[config.mk]
export PLATFORM = sky130hd
export DESIGN_NAME = vrms_top
export DESIGN_NICKNAME = d
export VERILOG_FILES = /design/src/rtl/vrms_pkg.sv /design/src/rtl/vrms_step_timer.sv /design/src/rtl/vrms_top.sv
export VERILOG_INCLUDE_DIRS = /design/src /design/src/rtl
export SDC_FILE = /design/constraint.sdc
export NUM_CORES = 1
export LEC_CHECK = 0
export BUFFER_PORTS_ARGS = -buffer_cell sky130_fd_sc_hd__buf_2
export CORE_MARGIN = 1.5
export CORE_UTILIZATION = 60
export CTS_CLUSTER_SIZE = 16
export DETAILED_ROUTE_END_ITERATION = 12
export PLACE_DENSITY = 0.81
export SLEW_MARGIN = 40
export SYNTH_ARGS = -nofsm -noshare
export SYNTH_HDL_FRONTEND = slang
export SYNTH_SLANG_ARGS = --single-unit
[constraint.sdc]
create_clock -name clk -period 5.1 [get_ports clk]
set_input_delay 0.255 -clock clk [delete_from_list [all_inputs] [get_ports clk]]
set_output_delay 0.255 -clock clk [all_outputs]
set_load 0.03 [all_outputs]
[src/rtl/vrms_consts.svh]
`ifndef VRMS_CONSTS_SVH
`define VRMS_CONSTS_SVH

// ********************************
// Register offsets
// ********************************
`define VRMS_OFS_OPERATION   8'h00
`define VRMS_OFS_NOMINAL     8'h04
`define VRMS_OFS_LOW_MARGIN  8'h08
`define VRMS_OFS_HIGH_MARGIN 8'h0c
`define VRMS_OFS_VENDOR_CFG  8'h10
`define VRMS_OFS_REF_STATUS  8'h14

// ********************************
// Field positions and widths
// ********************************
`define VRMS_CODE_W          9
`define VRMS_DATA_W          16
`define VRMS_ADDR_W          8
`define VRMS_OP_W            8
`define VRMS_OP_MARGIN_HI    5
`define VRMS_OP_MARGIN_LO    4
`define VRMS_CFG_MULT_HI     1
`define VRMS_CFG_MULT_LO     0
`define VRMS_STAT_BUSY_BIT   9

// ********************************
// Encodings and reset values
// ********************************
`define VRMS_SEL_NOMINAL     2'h0
`define VRMS_SEL_LOW         2'h1
`define VRMS_SEL_HIGH        2'h2
`define VRMS_MULT_NOMINAL    2'h0
`define VRMS_MULT_FAST       2'h1
`define VRMS_MULT_SLOW       2'h2
`define VRMS_RST_OPERATION   8'h00
`define VRMS_RST_CODE        9'h000
`define VRMS_RST_CFG         2'h0

// ********************************
// Timing
// ********************************
// Slew pulses from the capacitor timer per step: base rate is 8 pulses
`define VRMS_PULSES_NOMINAL  8'h07
`define VRMS_PULSES_FAST     8'h03
`define VRMS_PULSES_SLOW     8'h3f
`define VRMS_CLK_KHZ         25000
`define VRMS_CLK_PERIOD_NS   40
`define VRMS_STEP_TENTH_PCT  2
`define VRMS_DEF_RATE_PCT_MS 23
`define VRMS_DEF_STEP_CYC    ((`VRMS_STEP_TENTH_PCT * `VRMS_CLK_KHZ) / (10 * `VRMS_DEF_RATE_PCT_MS))
`define VRMS_JUMP_MAX_NS     100
`define VRMS_JUMP_MAX_CYC    (`VRMS_JUMP_MAX_NS / `VRMS_CLK_PERIOD_NS)

`endif

[src/rtl/vrms_pkg.sv]
package vrms_pkg;
  typedef logic [8:0] vrms_code_t;
  typedef enum logic [1:0] {SLEW_BYPASS, SLEW_DEFAULT, SLEW_CAP} vrms_slew_e;
endpackage

[src/rtl/vrms_step_timer.sv]
`timescale 1ns/1ns
`include "vrms_consts.svh"
module vrms_step_timer (
  input  wire logic              clk,
  input  wire logic              rst,
  input  wire logic              restart,
  input  wire logic              capPulse,
  input  wire vrms_pkg::vrms_slew_e slewMode,
  input  wire logic [1:0]        multSel,
  output logic                   stepTick
);
  logic [7:0] cnt_ff;
  logic       tick_ff;
  logic [7:0] capLimit;
  logic [7:0] limit;
  logic       advance;
  logic       wrap;

  // ********************************
  // Step interval selection
  // ********************************
  assign capLimit = (multSel == `VRMS_MULT_FAST) ? `VRMS_PULSES_FAST :
                    (multSel == `VRMS_MULT_SLOW) ? `VRMS_PULSES_SLOW :
                                                   `VRMS_PULSES_NOMINAL;
  assign limit    = (slewMode == vrms_pkg::SLEW_DEFAULT) ?
                    8'((`VRMS_DEF_STEP_CYC) - 1) : capLimit;
  assign advance  = (slewMode == vrms_pkg::SLEW_DEFAULT) ? 1'b1 : capPulse;
  assign wrap     = advance && (cnt_ff >= limit);
  assign stepTick = tick_ff;

  always_ff @(posedge clk or posedge rst) begin
    if (rst) begin
      cnt_ff  <= 8'h00;
      tick_ff <= 1'b0;
    end else if (restart) begin
      cnt_ff  <= 8'h00;
      tick_ff <= 1'b0;
    end else begin
      cnt_ff  <= wrap ? 8'h00 : (advance ? cnt_ff + 8'h01 : cnt_ff);
      tick_ff <= wrap;
    end
  end
endmodule

[src/rtl/vrms_top.sv]
// Decided for this implementation: strobed register access and the address map.
`timescale 1ns/1ns
`include "vrms_consts.svh"
// How it works
// Nominal setpoint is a 9-bit code, 0.2% of 2.4V full scale per step.
// Operation bits 5:4 pick nominal, low margin or high margin setpoint.
// Both margin bits set is illegal; reference then stays on nominal setpoint.
// New margin selection or setpoint write starts a ramp toward new target.
// Ramp moves the reference code one step up or down until it meets target.
// Config multiplier scales step rate by 1, 2 or 0.125.
// With slew pin open, ramp runs at the default 23%/ms rate.
// Slew pin strapped high bypasses ramping; reference jumps within 100ns.
// Ramp advances one step per timing tick and holds between ticks.
module vrms_top (
  input  wire logic         clk,
  input  wire logic         rst,
  input  wire logic [7:0]   regAddr,
  input  wire logic [15:0]  regWrData,
  input  wire logic         regWrStb,
  input  wire logic         regRdStb,
  output logic [15:0]       regRdData,
  input  wire logic         capStepPulse,
  input  wire logic         slewPinOpen,
  input  wire logic         slewPinHigh,
  output logic [8:0]        refCode,
  output logic              rampBusy
);

  // ********************************
  // Register storage
  // ********************************
  logic [7:0]           operation_ff;
  vrms_pkg::vrms_code_t nominalSetpoint_ff;
  vrms_pkg::vrms_code_t lowMarginSetpoint_ff;
  vrms_pkg::vrms_code_t highMarginSetpoint_ff;
  logic [1:0]           vendorCfgMult_ff;
  logic [15:0]          rdData_ff;

  // ********************************
  // Reference state
  // ********************************
  vrms_pkg::vrms_code_t refCode_ff;
  vrms_pkg::vrms_code_t nxt_refCode;
  vrms_pkg::vrms_code_t targetPrev_ff;
  logic                 busy_ff;
  logic                 nxt_busy;

  // ********************************
  // Decode wires
  // ********************************
  logic                 wrOperation;
  logic                 wrNominal;
  logic                 wrLowMargin;
  logic                 wrHighMargin;
  logic                 wrVendorCfg;
  logic [1:0]           marginSel;
  vrms_pkg::vrms_code_t targetCode;
  logic                 targetChanged;
  logic                 stepTick;
  logic                 stepUp;
  logic                 stepDown;
  vrms_pkg::vrms_slew_e slewMode;
  logic [15:0]          rdMux;
  vrms_pkg::vrms_code_t wrCode;

  assign wrCode       = regWrData[`VRMS_CODE_W-1:0];
  assign wrOperation  = regWrStb && (regAddr == `VRMS_OFS_OPERATION);
  assign wrNominal    = regWrStb && (regAddr == `VRMS_OFS_NOMINAL);
  assign wrLowMargin  = regWrStb && (regAddr == `VRMS_OFS_LOW_MARGIN);
  assign wrHighMargin = regWrStb && (regAddr == `VRMS_OFS_HIGH_MARGIN);
  assign wrVendorCfg  = regWrStb && (regAddr == `VRMS_OFS_VENDOR_CFG);

  // ********************************
  // Register writes
  // ********************************
  always_ff @(posedge clk or posedge rst) begin
    if (rst) begin
      operation_ff <= `VRMS_RST_OPERATION;
    end else if (wrOperation) begin
      operation_ff <= regWrData[`VRMS_OP_W-1:0];
    end
  end

  always_ff @(posedge clk or posedge rst) begin
    if (rst) begin
      nominalSetpoint_ff <= `VRMS_RST_CODE;
    end else if (wrNominal) begin
      nominalSetpoint_ff <= wrCode;
    end
  end

  always_ff @(posedge clk or posedge rst) begin
    if (rst) begin
      lowMarginSetpoint_ff <= `VRMS_RST_CODE;
    end else if (wrLowMargin) begin
      lowMarginSetpoint_ff <= wrCode;
    end
  end

  always_ff @(posedge clk or posedge rst) begin
    if (rst) begin
      highMarginSetpoint_ff <= `VRMS_RST_CODE;
    end else if (wrHighMargin) begin
      highMarginSetpoint_ff <= wrCode;
    end
  end

  always_ff @(posedge clk or posedge rst) begin
    if (rst) begin
      vendorCfgMult_ff <= `VRMS_RST_CFG;
    end else if (wrVendorCfg) begin
      vendorCfgMult_ff <= regWrData[`VRMS_CFG_MULT_HI:`VRMS_CFG_MULT_LO];
    end
  end

  // ********************************
  // Register reads
  // ********************************
  // Unmapped offsets read as zero so software probing the map sees no junk
  assign rdMux =
    (regAddr == `VRMS_OFS_OPERATION)   ? {8'h00, operation_ff} :
    (regAddr == `VRMS_OFS_NOMINAL)     ? {7'h00, nominalSetpoint_ff} :
    (regAddr == `VRMS_OFS_LOW_MARGIN)  ? {7'h00, lowMarginSetpoint_ff} :
    (regAddr == `VRMS_OFS_HIGH_MARGIN) ? {7'h00, highMarginSetpoint_ff} :
    (regAddr == `VRMS_OFS_VENDOR_CFG)  ? {14'h0000, vendorCfgMult_ff} :
    (regAddr == `VRMS_OFS_REF_STATUS)  ? {6'h00, busy_ff, refCode_ff} :
                                         16'h0000;

  always_ff @(posedge clk or posedge rst) begin
    if (rst) begin
      rdData_ff <= 16'h0000;
    end else if (regRdStb) begin
      rdData_ff <= rdMux;
    end else begin
      rdData_ff <= 16'h0000;
    end
  end

  assign regRdData = rdData_ff;

  // ********************************
  // Target selection
  // ********************************
  assign marginSel  = operation_ff[`VRMS_OP_MARGIN_HI:`VRMS_OP_MARGIN_LO];
  // The illegal 11 pattern falls through to nominal on purpose
  assign targetCode = (marginSel == `VRMS_SEL_LOW)  ? lowMarginSetpoint_ff :
                      (marginSel == `VRMS_SEL_HIGH) ? highMarginSetpoint_ff :
                                                      nominalSetpoint_ff;
  assign targetChanged = (targetCode != targetPrev_ff);

  always_ff @(posedge clk or posedge rst) begin
    if (rst) begin
      targetPrev_ff <= `VRMS_RST_CODE;
    end else begin
      targetPrev_ff <= targetCode;
    end
  end

  // ********************************
  // Slew pin mode
  // ********************************
  // A strap high wins over an open pin, in case both detectors trip
  assign slewMode = slewPinHigh ? vrms_pkg::SLEW_BYPASS :
                    slewPinOpen ? vrms_pkg::SLEW_DEFAULT :
                                  vrms_pkg::SLEW_CAP;

  vrms_step_timer u_vrms_step_timer (
    .clk      (clk),
    .rst      (rst),
    .restart  (targetChanged),
    .capPulse (capStepPulse),
    .slewMode (slewMode),
    .multSel  (vendorCfgMult_ff),
    .stepTick (stepTick)
  );

  // ********************************
  // Reference ramp
  // ********************************
  assign stepUp   = stepTick && (refCode_ff < targetCode);
  assign stepDown = stepTick && (refCode_ff > targetCode);

  always_comb begin
    nxt_refCode = refCode_ff;
    if (slewMode == vrms_pkg::SLEW_BYPASS) begin
      nxt_refCode = targetCode;
    end else if (stepUp) begin
      nxt_refCode = refCode_ff + 9'h001;
    end else if (stepDown) begin
      nxt_refCode = refCode_ff - 9'h001;
    end
  end

  assign nxt_busy = (nxt_refCode != targetCode);

  always_ff @(posedge clk or posedge rst) begin
    if (rst) begin
      refCode_ff <= `VRMS_RST_CODE;
      busy_ff    <= 1'b0;
    end else begin
      refCode_ff <= nxt_refCode;
      busy_ff    <= nxt_busy;
    end
  end

  assign refCode  = refCode_ff;
  assign rampBusy = busy_ff;
endmodule

Yosys cells after proc, flatten, opt, wreduce, memory -nomap -nowiden
Cells that the tools add are included.
- add/sub/neg operators: 3
- multiply operators: 0
- divide/modulo/power cells: 0
- order comparisons: 3
- equal/unequal tests: 12
- shift-type cells: 0
- mux-type cells: 22
- bitwise logic cells: 0
- reduce and logical (&&, ||, !) cells: 11
- operators with widths (kind ; count):
    $mux W10 ; 7
    $mux W9 ; 5
    $mux W8 ; 5
    $ne A9 B9 Y1 ; 2
    $eq A8 B4 Y1 const B ; 2
    $eq A8 B5 Y1 const B ; 2
    $add A9 B1 Y9 const B ; 1
    $gt A9 B9 Y1 ; 1
    $lt A9 B9 Y1 ; 1
    $sub A9 B1 Y9 const B ; 1
    $add A8 B1 Y8 const B ; 1
    $eq A8 B3 Y1 const B ; 1
    $ge A8 B8 Y1 ; 1
    $logic_and A1 B1 Y1 ; 8
    $logic_not A8 Y1 ; 1
    $eq A2 B1 Y1 const B ; 3
    $mux W6 ; 1
    $eq A2 B2 Y1 const B ; 2
    $mux W2 ; 2
    $reduce_bool A3 Y1 ; 1
    $logic_not A2 Y1 ; 1
    $mux W1 ; 2
- bits in registers: 81
- bits in latches: 0
- RAM bits: 0
- memory bits (read-only): 0
- input bits: 31
- output and inout port bits: 26
- word-level logic and storage cells: 62
- memories kept: 0

Depth between registers and ports, before layout
Gate-level depths: netlist (run 1).
- depth after elaboration: 9
- gate-level depth with buffers: 16
- depth with buffers taken out: 14

Hierarchy
Synthesis (run 1) repeated with hierarchy kept, for this count alone.
- cell total of the unflattened synthesis: 455
- area, all modules: 4699.5 sq um
- by module, submodules not included (module ; times used ; cells an instance ; area an instance (sq um) ; seq. area each (sq um)):
    vrms_top ; 1 ; 372 ; 4000.1 ; 1651.6
    vrms_step_timer ; 1 ; 83 ; 699.4 ; 225.2

Least setup slack after synthesis (run 1)
No wires, ideal clock.
- path kind: reg2reg
- start: register operation_ff[5]
- end: register busy_ff, in the netlist rampBusy
- library setup time: 0.145 ns
- arrival: 3.253 ns
- data required time: 4.955 ns
- setup slack: 1.703 ns
- cell stages (with the launch flop): 16
- path buffers: 2
- period minus slack after synthesis: 3.397 ns
- cells stage by stage: dfrtp_1 -> clkbuf_1 -> mux2i_1 -> a21oi_1 -> inv_1 -> ha_1 -> and4_1 -> nand3_1 -> mux2_4 -> o21a_1 -> buf_6 -> nand4_2 -> a21oi_2 -> a221o_1 -> nor4_1 -> a41oi_1
- cells in the longest elaborated chain, start to end: 9
- elaborated cells between the ends (all ways): 12
- those cells by class: 2 x order compare; 3 x eq/ne; 5 x mux; 2 x reduce/logical
- RTL lines (item ; RTL line ; RTL):
    start: declaration ; vrms_top.sv:32 ; logic [7:0] operation_ff;
    start signal: assignment ; vrms_top.sv:78 ; operation_ff <= `VRMS_RST_OPERATION;
    start signal: assignment ; vrms_top.sv:80 ; operation_ff <= regWrData[`VRMS_OP_W-1:0];
    $eq A2 B2 Y1 (no line) ; -- ;
    $mux W9 ; vrms_top.sv:147 ; (marginSel == `VRMS_SEL_HIGH) ? highMarginSetpoint_ff :
    $mux W9 (*) ; vrms_top.sv:146 ; assign targetCode = (marginSel == `VRMS_SEL_LOW) ? lowMarginSetpoint_ff :
    via targetCode[5] ; vrms_top.sv:57 ; vrms_pkg::vrms_code_t targetCode;
    $gt A9 B9 Y1 ; vrms_top.sv:181 ; assign stepDown = stepTick && (refCode_ff > targetCode);
    $logic_and A1 B1 Y1 ; vrms_top.sv:181 ;
    $mux W9 ; vrms_top.sv:189 ; end else if (stepDown) begin
    $mux W9 ; vrms_top.sv:187 ; end else if (stepUp) begin
    $mux W9 ; vrms_top.sv:185 ; if (slewMode == vrms_pkg::SLEW_BYPASS) begin
    $ne A9 B9 Y1 (*) ; vrms_top.sv:194 ; assign nxt_busy = (nxt_refCode != targetCode);
    via nxt_busy ; vrms_top.sv:46 ; logic nxt_busy;
    end signal: assignment ; vrms_top.sv:202 ; busy_ff <= nxt_busy;
    end: declaration ; vrms_top.sv:45 ; logic busy_ff;
Mark *: on every way through the listed nets, which the timed path passes. The rest lies on a longest branch.
A chain may end at the register's enable or synchronous reset.

Final worst setup path (run 1)
- start: register operation_ff[5]
- end: register busy_ff, in the netlist rampBusy
- cells in the longest elaborated chain, start to end: 9
- elaborated cells between the ends (all ways): 12
- those cells by class: 2 x order compare; 3 x eq/ne; 5 x mux; 2 x reduce/logical
- RTL lines (item ; RTL line):
    $eq A2 B2 Y1 (no line) ; --
    $mux W9 ; vrms_top.sv:147
    $mux W9 (*) ; vrms_top.sv:146
    $gt A9 B9 Y1 ; vrms_top.sv:181
    $logic_and A1 B1 Y1 ; vrms_top.sv:181
    $mux W9 ; vrms_top.sv:189
    $mux W9 ; vrms_top.sv:187
    $mux W9 ; vrms_top.sv:185
    $ne A9 B9 Y1 (*) ; vrms_top.sv:194
    via nxt_busy ; vrms_top.sv:46
Marked as above.

==> impl_metrics.yaml, run 1 <==
power:
  p_per_area_nw_per_um2: 314
  power_mw: 1.55
  total_leakage_power_nw: 2.36
  ir_drop_v: 0.000170
sta:
  holdWs_ns: 0.0581
  slew_headroom: 0.513
  finalSetupViolations: 0
  rsz0062_at_grt: "no"
  fin_crit_sh: 0.818
  slew_violations: 0
  fin_ws_ns: 0.931
  post-route-min-period_ns: 4.17
  clock.fmax_mhz: 240
  skew_ns: 0.00856
  hold_viol_final: 0
  worst_pin_slew_ns: 0.723
  finalSetupTns_ns: 0
logic_synthesis:
  synth-simple-area-share: 0.157
  synthMuxAreaShare: 0.134
  yosys_warnings: 0
  synth-compound-area-share: 0.120
  synth_top_family_by_area: "simple AND/OR/NAND/NOR gates"
  avgSynthCellArea_sq_um: 10.2
  synthArstFlopShare: 1.00
  ys_ff_latch: 75
  synth_cell_type_count: 58
  synth-adder-area-share: 0.0526
  synth-edff-count: 0
  synth_area_sq_um: 4490
  synth_xor_area_frac: 0.0696
  postSynthCellCount: 439
  synth_flop_cell: "dfrtp_1"
  seq_area_frac_synth: 0.418
global_routing:
  grt_pass1_vias: 3377
  antenna_found_initial: 0
  grt_use_total: 0.275
  grt_pass1_wl_um: 16500
  grt_max_degree: 76
  grt_overflow: 0
finish:
  finalNetCount: 521
  fillers: 575
  stdcell_area_sq_um: 4920
  areaGrowthSynthToFinish_pct: 9.44
  finalNonFillerCells: 576
  antenna_cells: 0
  fin_util: 0.678
  final_layout_size_suffix_gt1_frac: 0.249
clock_tree:
  clkLatencyLatePin_ns: 0.35
  clkTransAtPathRegs_ns: 0.08
  cts-resized-gates: 0
  clock-sinks: 75
  cts_buffer_depth: 2
  h-tree-depth: 3
  cts_made_buffers: 9
  cts-root-buf: "clkbuf_8"
  post_cts_buffers: 0
  cts_hold_buf: 0
  cts_tree: "done"
critical_path:
  critPathLaunchType: "flop"
  path_class: "flop to flop"
  cp-end-kind: "flop"
  rr_worst_depth: 12
  worstPathRequired_ns: 5.29
  cp.arrival_ns: 4.36
  path_max_fanout: 16
  r2r_slack_ns: 0.93
  r2r-start: "operation_ff[5]$_DFFE_PP0P_"
  r2r_end: "rampBusy$_DFF_PP0_"
die:
  io-pin-count: 57
  rows: 31
  core_area_sq_um: 7250
  die_area_sq_um: 8020
  initial_core_util: 0.620
  fp.dieH_um: 89.5
  die_x_um: 89.5
drt:
  wl_um: 10000
  via_per_inst: 5.96
  drtIter0Drc: 192
  avgRoutedWirePerCell_um: 17.4
  ant_nets: 0
  drtPass1Iterations: 6
  drc: 0
  routed-via-count: 3434
placement:
  preCtsSetupSlack_ns: 1.00
  dpl_cell_area_sq_um: 4720
  dp_hpwl_um: 7220
  io_buffers: 43
  dp.cells: 560
  gp_congestion: 0.948
status:
  status: "finished, final reports clean"
flow_run:
  max_cap_violations: 0
min_path:
  hold_path.class: "input port to asynchronous set/reset pin"
## cells in the mapped netlist (2+ instances only)
cell type   n  area [sq um]
a21oi_1    20           100
xor2_1     12           105
xnor2_1    20           175
o21ai_0     7          35.0
o221a_2     3          33.8
clkbuf_1   17          63.8
o22ai_1     7          43.8
nand3_1    12          60.1
buf_6       3          33.8
inv_2       2          7.51
a211oi_1    6          45.0
a31oi_1     2          12.5
a21o_1      4          30.0
ha_1       18           225
nand4_1     5          31.3
a22oi_1     6          45.0
nor4_1      5          31.3
and3_1     10          62.6
dfrtp_1    75          1880
o21ai_1     6          30.0
o221ai_1    4          35.0
and4_1      2          17.5
or3b_1      7          61.3
mux2_2     37           417
or3b_2      2          17.5
nand2b_1    4          25.0
inv_1      17          63.8
mux2i_1    17           170
nor3_1      9          45.0
nor2b_1     6          37.5
and2_1     14          87.6
buf_4       6          45.0
nor2_1     29           109
nand2_1    21          78.8
## per-layer routing
metal	GRT usage	up-vias	routed length [um]
li1	-	1627	-
met3	0.0443	26	458
met1	0.366	1660	4450
met2	0.448	121	4840
met4	0.119	0	266
met5	0	-	0
## kinds of logic after synthesis
kind of cell / after synthesis
AND/OR/NAND/NOR: 131
AO/OA/AOI/OAI: 78
flip-flops: 75
multiplexers: 55
buffers and inverters: 46
XOR/XNOR: 34
adder cells (fa/ha/maj): 19
other: 1
## placed cells by master, fill, tap and decap left out, types with 16 or more instances in the layout
cell type  instances
a21oi_1           20
buf_2             43
dfrtp_1           75
ha_1              18
inv_1             16
mux2_2            37
mux2i_1           17
nand2_1           21
nor2_1            29
xnor2_1           20
## critical path, stage by stage, from the launching register on
cell and delay (ns):
dfrtp_1 0.68, xor2_2 0.44, o221ai_1 0.40, ha_1 0.43, and4_1 0.24, nand3_1 0.10, mux2_4 0.31, nor2_1 0.31
nor4_1 0.09, o2bb2ai_1 0.21, a221o_1 0.33, nor4_1 0.27, a41oi_1 0.17
## state kept, by name, summed over array words and instances, names as in the netlist, 8 cells and up
name	count
lowMarginSetpoint_ff	9
regRdData	10
nominalSetpoint_ff	9
u_vrms_step_timer.cnt_ff	8
operation_ff	8
refCode	9
targetPrev_ff	9
highMarginSetpoint_ff	9
## power breakdown
part / switching [mW] / internal (mW) / total [mW]
combinational: 0.253 / 0.166 / 0.419
sequential: 0.0494 / 0.630 / 0.680
clock: 0.221 / 0.227 / 0.448
total: 0.523 / 1.02 / 1.55
## worst max-delay path by stage
stage | from | to | slack [ns] | depth (start not counted)
final | operation_ff[5]$_DFFE_PP0P_ | rampBusy$_DFF_PP0_ | 0.93 | 12
after global routing | operation_ff[5]$_DFFE_PP0P_ | rampBusy$_DFF_PP0_ | 0.68 | 12
after CTS | operation_ff[5]$_DFFE_PP0P_ | rampBusy$_DFF_PP0_ | 0.98 | 12
after detailed placement | operation_ff[5]$_DFFE_PP0P_ | rampBusy$_DFF_PP0_ | 1.00 | 12
after global placement | operation_ff[5]$_DFFE_PP0P_ | rampBusy$_DFF_PP0_ | 1.08 | 12
after floorplan | operation_ff[5]$_DFFE_PP0P_ | rampBusy$_DFF_PP0_ | 1.70 | 15
## final cells by class
type	instances	area, sq um	area share
multi-input combinational	323	2430	0.493
sequential	75	1880	0.382
timing repair buffer	44	226	0.0460
clock buffer	10	128	0.0259
tap	99	124	0.0252
inverter	19	71.3	0.0145
clock inverter	6	66.3	0.0135
Note: power is estimated with default switching activity, not from simulation.
==> run 2: changes to the inputs <==
--- a/config.mk
+++ b/config.mk
@@ -6,12 +6,13 @@
 export SDC_FILE = /design/constraint.sdc
 export NUM_CORES = 1
 export LEC_CHECK = 0
+export ABC_AREA = 1
 export BUFFER_PORTS_ARGS = -buffer_cell sky130_fd_sc_hd__buf_2
 export CORE_MARGIN = 1.5
-export CORE_UTILIZATION = 60
+export CORE_UTILIZATION = 59
 export CTS_CLUSTER_SIZE = 16
 export DETAILED_ROUTE_END_ITERATION = 12
-export PLACE_DENSITY = 0.81
+export PLACE_DENSITY = 0.8
 export SLEW_MARGIN = 40
 export SYNTH_ARGS = -nofsm -noshare
 export SYNTH_HDL_FRONTEND = slang
==> constraint.sdc (replaced) <==
create_clock -name clk -period 3.9 [get_ports clk]
set_input_delay 0.195 -clock clk [delete_from_list [all_inputs] [get_ports clk]]
set_output_delay 0.195 -clock clk [all_outputs]
set_load 0.03 [all_outputs]
==> run 2 against run 1 <==
Compared with the run above:
- core utilization shrank 0.26 points
- design area grew 5.0%
- sequential power grew 28%
==> impl_metrics.yaml, run 2 <==
clock_tree:
  cts_made_buffers: 9
  clkTransAtPathRegs_ns: 0.08
  cts_buffer_depth: 2
  cts-resized-gates: 0
  clock-sinks: 75
  cts_tree: "done"
  cts-root-buf: "clkbuf_8"
  clkLatencyLatePin_ns: 0.36
  h-tree-depth: 3
global_routing:
  grt_use_total: 0.295
  grt_max_degree: 51
  grt_overflow: 0
  grt_pass1_vias: 4171
  grt_pass1_wl_um: 19600
  antenna_found_initial: 0
die:
  die_x_um: 91.3
  io-pin-count: 57
  initial_core_util: 0.602
  rows: 32
  fp.dieH_um: 91.3
  die_area_sq_um: 8340
  core_area_sq_um: 7650
logic_synthesis:
  yosys_warnings: 0
  synth.largest_area_cell: "dfrtp_1"
  avgSynthCellArea_sq_um: 7.63
  ys_ff_latch: 75
  synth_area_sq_um: 4600
  synth_most_common_cell: "nand2_1"
  synth-edff-count: 0
  seq_area_frac_synth: 0.408
  postSynthCellCount: 603
  synthArstFlopShare: 1.00
  synthTopCellsByCount: "nand2_1 (139), inv_1 (77), dfrtp_1 (75)"
  synth_top_area_frac: 0.408
  synth_flop_cell: "dfrtp_1"
  yosys-top-cells-area: "dfrtp_1 (41%), nand2_1 (11%), o21ai_0 (7.3%)"
  synth_cell_type_count: 46
sta:
  slew_violations: 0
  skew_ns: 0.00744
  finalSetupTns_ns: 0
  post-route-min-period_ns: 3.55
  fin_crit_sh: 0.909
  hold_viol_final: 0
  clock.fmax_mhz: 282
  slew_headroom: 0.438
  worst_pin_slew_ns: 0.821
  finalSetupViolations: 0
power:
  ir_drop_v: 0.000304
  p_per_area_nw_per_um2: 404
  total_leakage_power_nw: 2.65
finish:
  finalNonFillerCells: 755
  layout_commonest_cell: "nand2_1"
  antenna_cells: 0
  largest_reg_flops: 10
  final_layout_size_suffix_gt1_frac: 0.145
  stdcell_area_sq_um: 5170
  areaGrowthSynthToFinish_pct: 12.3
  finalNetCount: 697
  fillers: 632
  final_cell_mix: "nand2_1 (139), inv_1 (76), dfrtp_1 (75)"
drt:
  avgRoutedWirePerCell_um: 15.0
  drtIter0Drc: 380
  wl_um: 11400
  via_per_inst: 5.68
  routed-via-count: 4288
  drtPass1Iterations: 5
  ant_nets: 0
  drc: 0
critical_path:
  cp.arrival_ns: 3.78
  cp-end-kind: "flop"
  path_class: "flop to flop"
  path_max_fanout: 11
  critPathLaunchType: "flop"
  worstPathRequired_ns: 4.13
status:
  status: "finished, final reports clean"
flow_run:
  max_cap_violations: 0
placement:
  dpl_cell_area_sq_um: 4880
  dp_hpwl_um: 8400
  dp.cells: 737
  io_buffers: 43
  gp_congestion: 0.927
min_path:
  hold_path.class: "input port to flop"
==> run 2: critical path, cell delays in order (launching register included) <==
cell,delay (ns)
dfrtp_1,0.54
clkinv_2,0.10
nand2_2,0.20
nand2_2,0.08
inv_2,0.16
a21o_1,0.21
inv_1,0.07
ha_1,0.29
nand2_1,0.06
inv_1,0.05
nand3_1,0.06
inv_1,0.09
nand2_1,0.05
nand3b_1,0.17
nor2_1,0.20
nor2_4,0.08
nand3_2,0.20
inv_2,0.12
a21oi_2,0.16
nand2_1,0.10
nand3_1,0.08
nand4_1,0.09
nor2_1,0.14
nand3_1,0.11
==> run 2: kinds of logic (layout without fill, tap and decap cells) <==
logic type      after synthesis  in the layout  synth area share
flops                        75             75             0.408
simple gates                270            270             0.270
xor+xnor                     19             19            0.0362
compound gates              117            117             0.143
other cells                   1              6          0.000815
fa+ha+maj                    18             18            0.0489
buf+inv                     103            148            0.0930
==> run 2: metrics by stage <==
stage / util / setup WS [ns] / hold WS, ns / total power, mW
detailed placement: 0.638 / 0.419 / 0.331 / 1.28
CTS: 0.675 / 0.384 / 0.113 / 2.09
finish: 0.676 / 0.355 / 0.127 / 2.08
floorplan: - / 1.01 / 0.328 / 1.17
global placement: 0.637 / 0.456 / 0.464 / 1.26
global route: 0.676 / -0.0107 / 0.165 / 2.18
==> run 2: final timing paths <==
check                      slack, ns  depth (start not counted)                         from                             endpoint
setup / recovery                0.35                         23  operation_ff[5]$_DFFE_PP0P_                   rampBusy$_DFF_PP0_
hold / removal                  0.13                          3                     regRdStb               regRdData[1]$_DFF_PP0_
setup reg to reg                0.35                         23  operation_ff[5]$_DFFE_PP0P_                   rampBusy$_DFF_PP0_
hold reg to reg                 0.49                          2  operation_ff[1]$_DFFE_PP0P_          operation_ff[1]$_DFFE_PP0P_
max in group asynchronous       2.67                          4                          rst  lowMarginSetpoint_ff[8]$_DFFE_PP0P_
min in group asynchronous       0.47                          3                          rst          operation_ff[1]$_DFFE_PP0P_
==> run 2: layout make-up <==
type,count,area [sq um],share of cell area
multi-input combinational,430,2320,0.448
sequential,75,1880,0.363
inverter,84,319,0.0618
tap,102,128,0.0247
clock inverter,7,148,0.0286
timing repair buffer,48,255,0.0494
clock buffer,9,124,0.0240
==> run 2: metal layers <==
metal  share of wire  GRT usage  up-vias
met3           0.052     0.0477       35
li1                -          -     2068
met1            0.44      0.388     2008
met2            0.48      0.471      177
met5               0          0        -
met4           0.033      0.146        0
==> run 2: repair_timing <==
action / in CTS / in global routing
endpoints found under the hold margin: 49 / 0
setup endpoints to repair: 0 / 1
hold buffers: 1 / 0
buffers inserted: 0 / 1
==> run 2: where the power goes <==
part,total (mW),internal (mW),switching (mW),leakage (nW)
Combinational,0.404,0.130,0.275,1.50
Sequential,0.869,0.820,0.0493,1.02
Clock,0.811,0.496,0.315,0.132
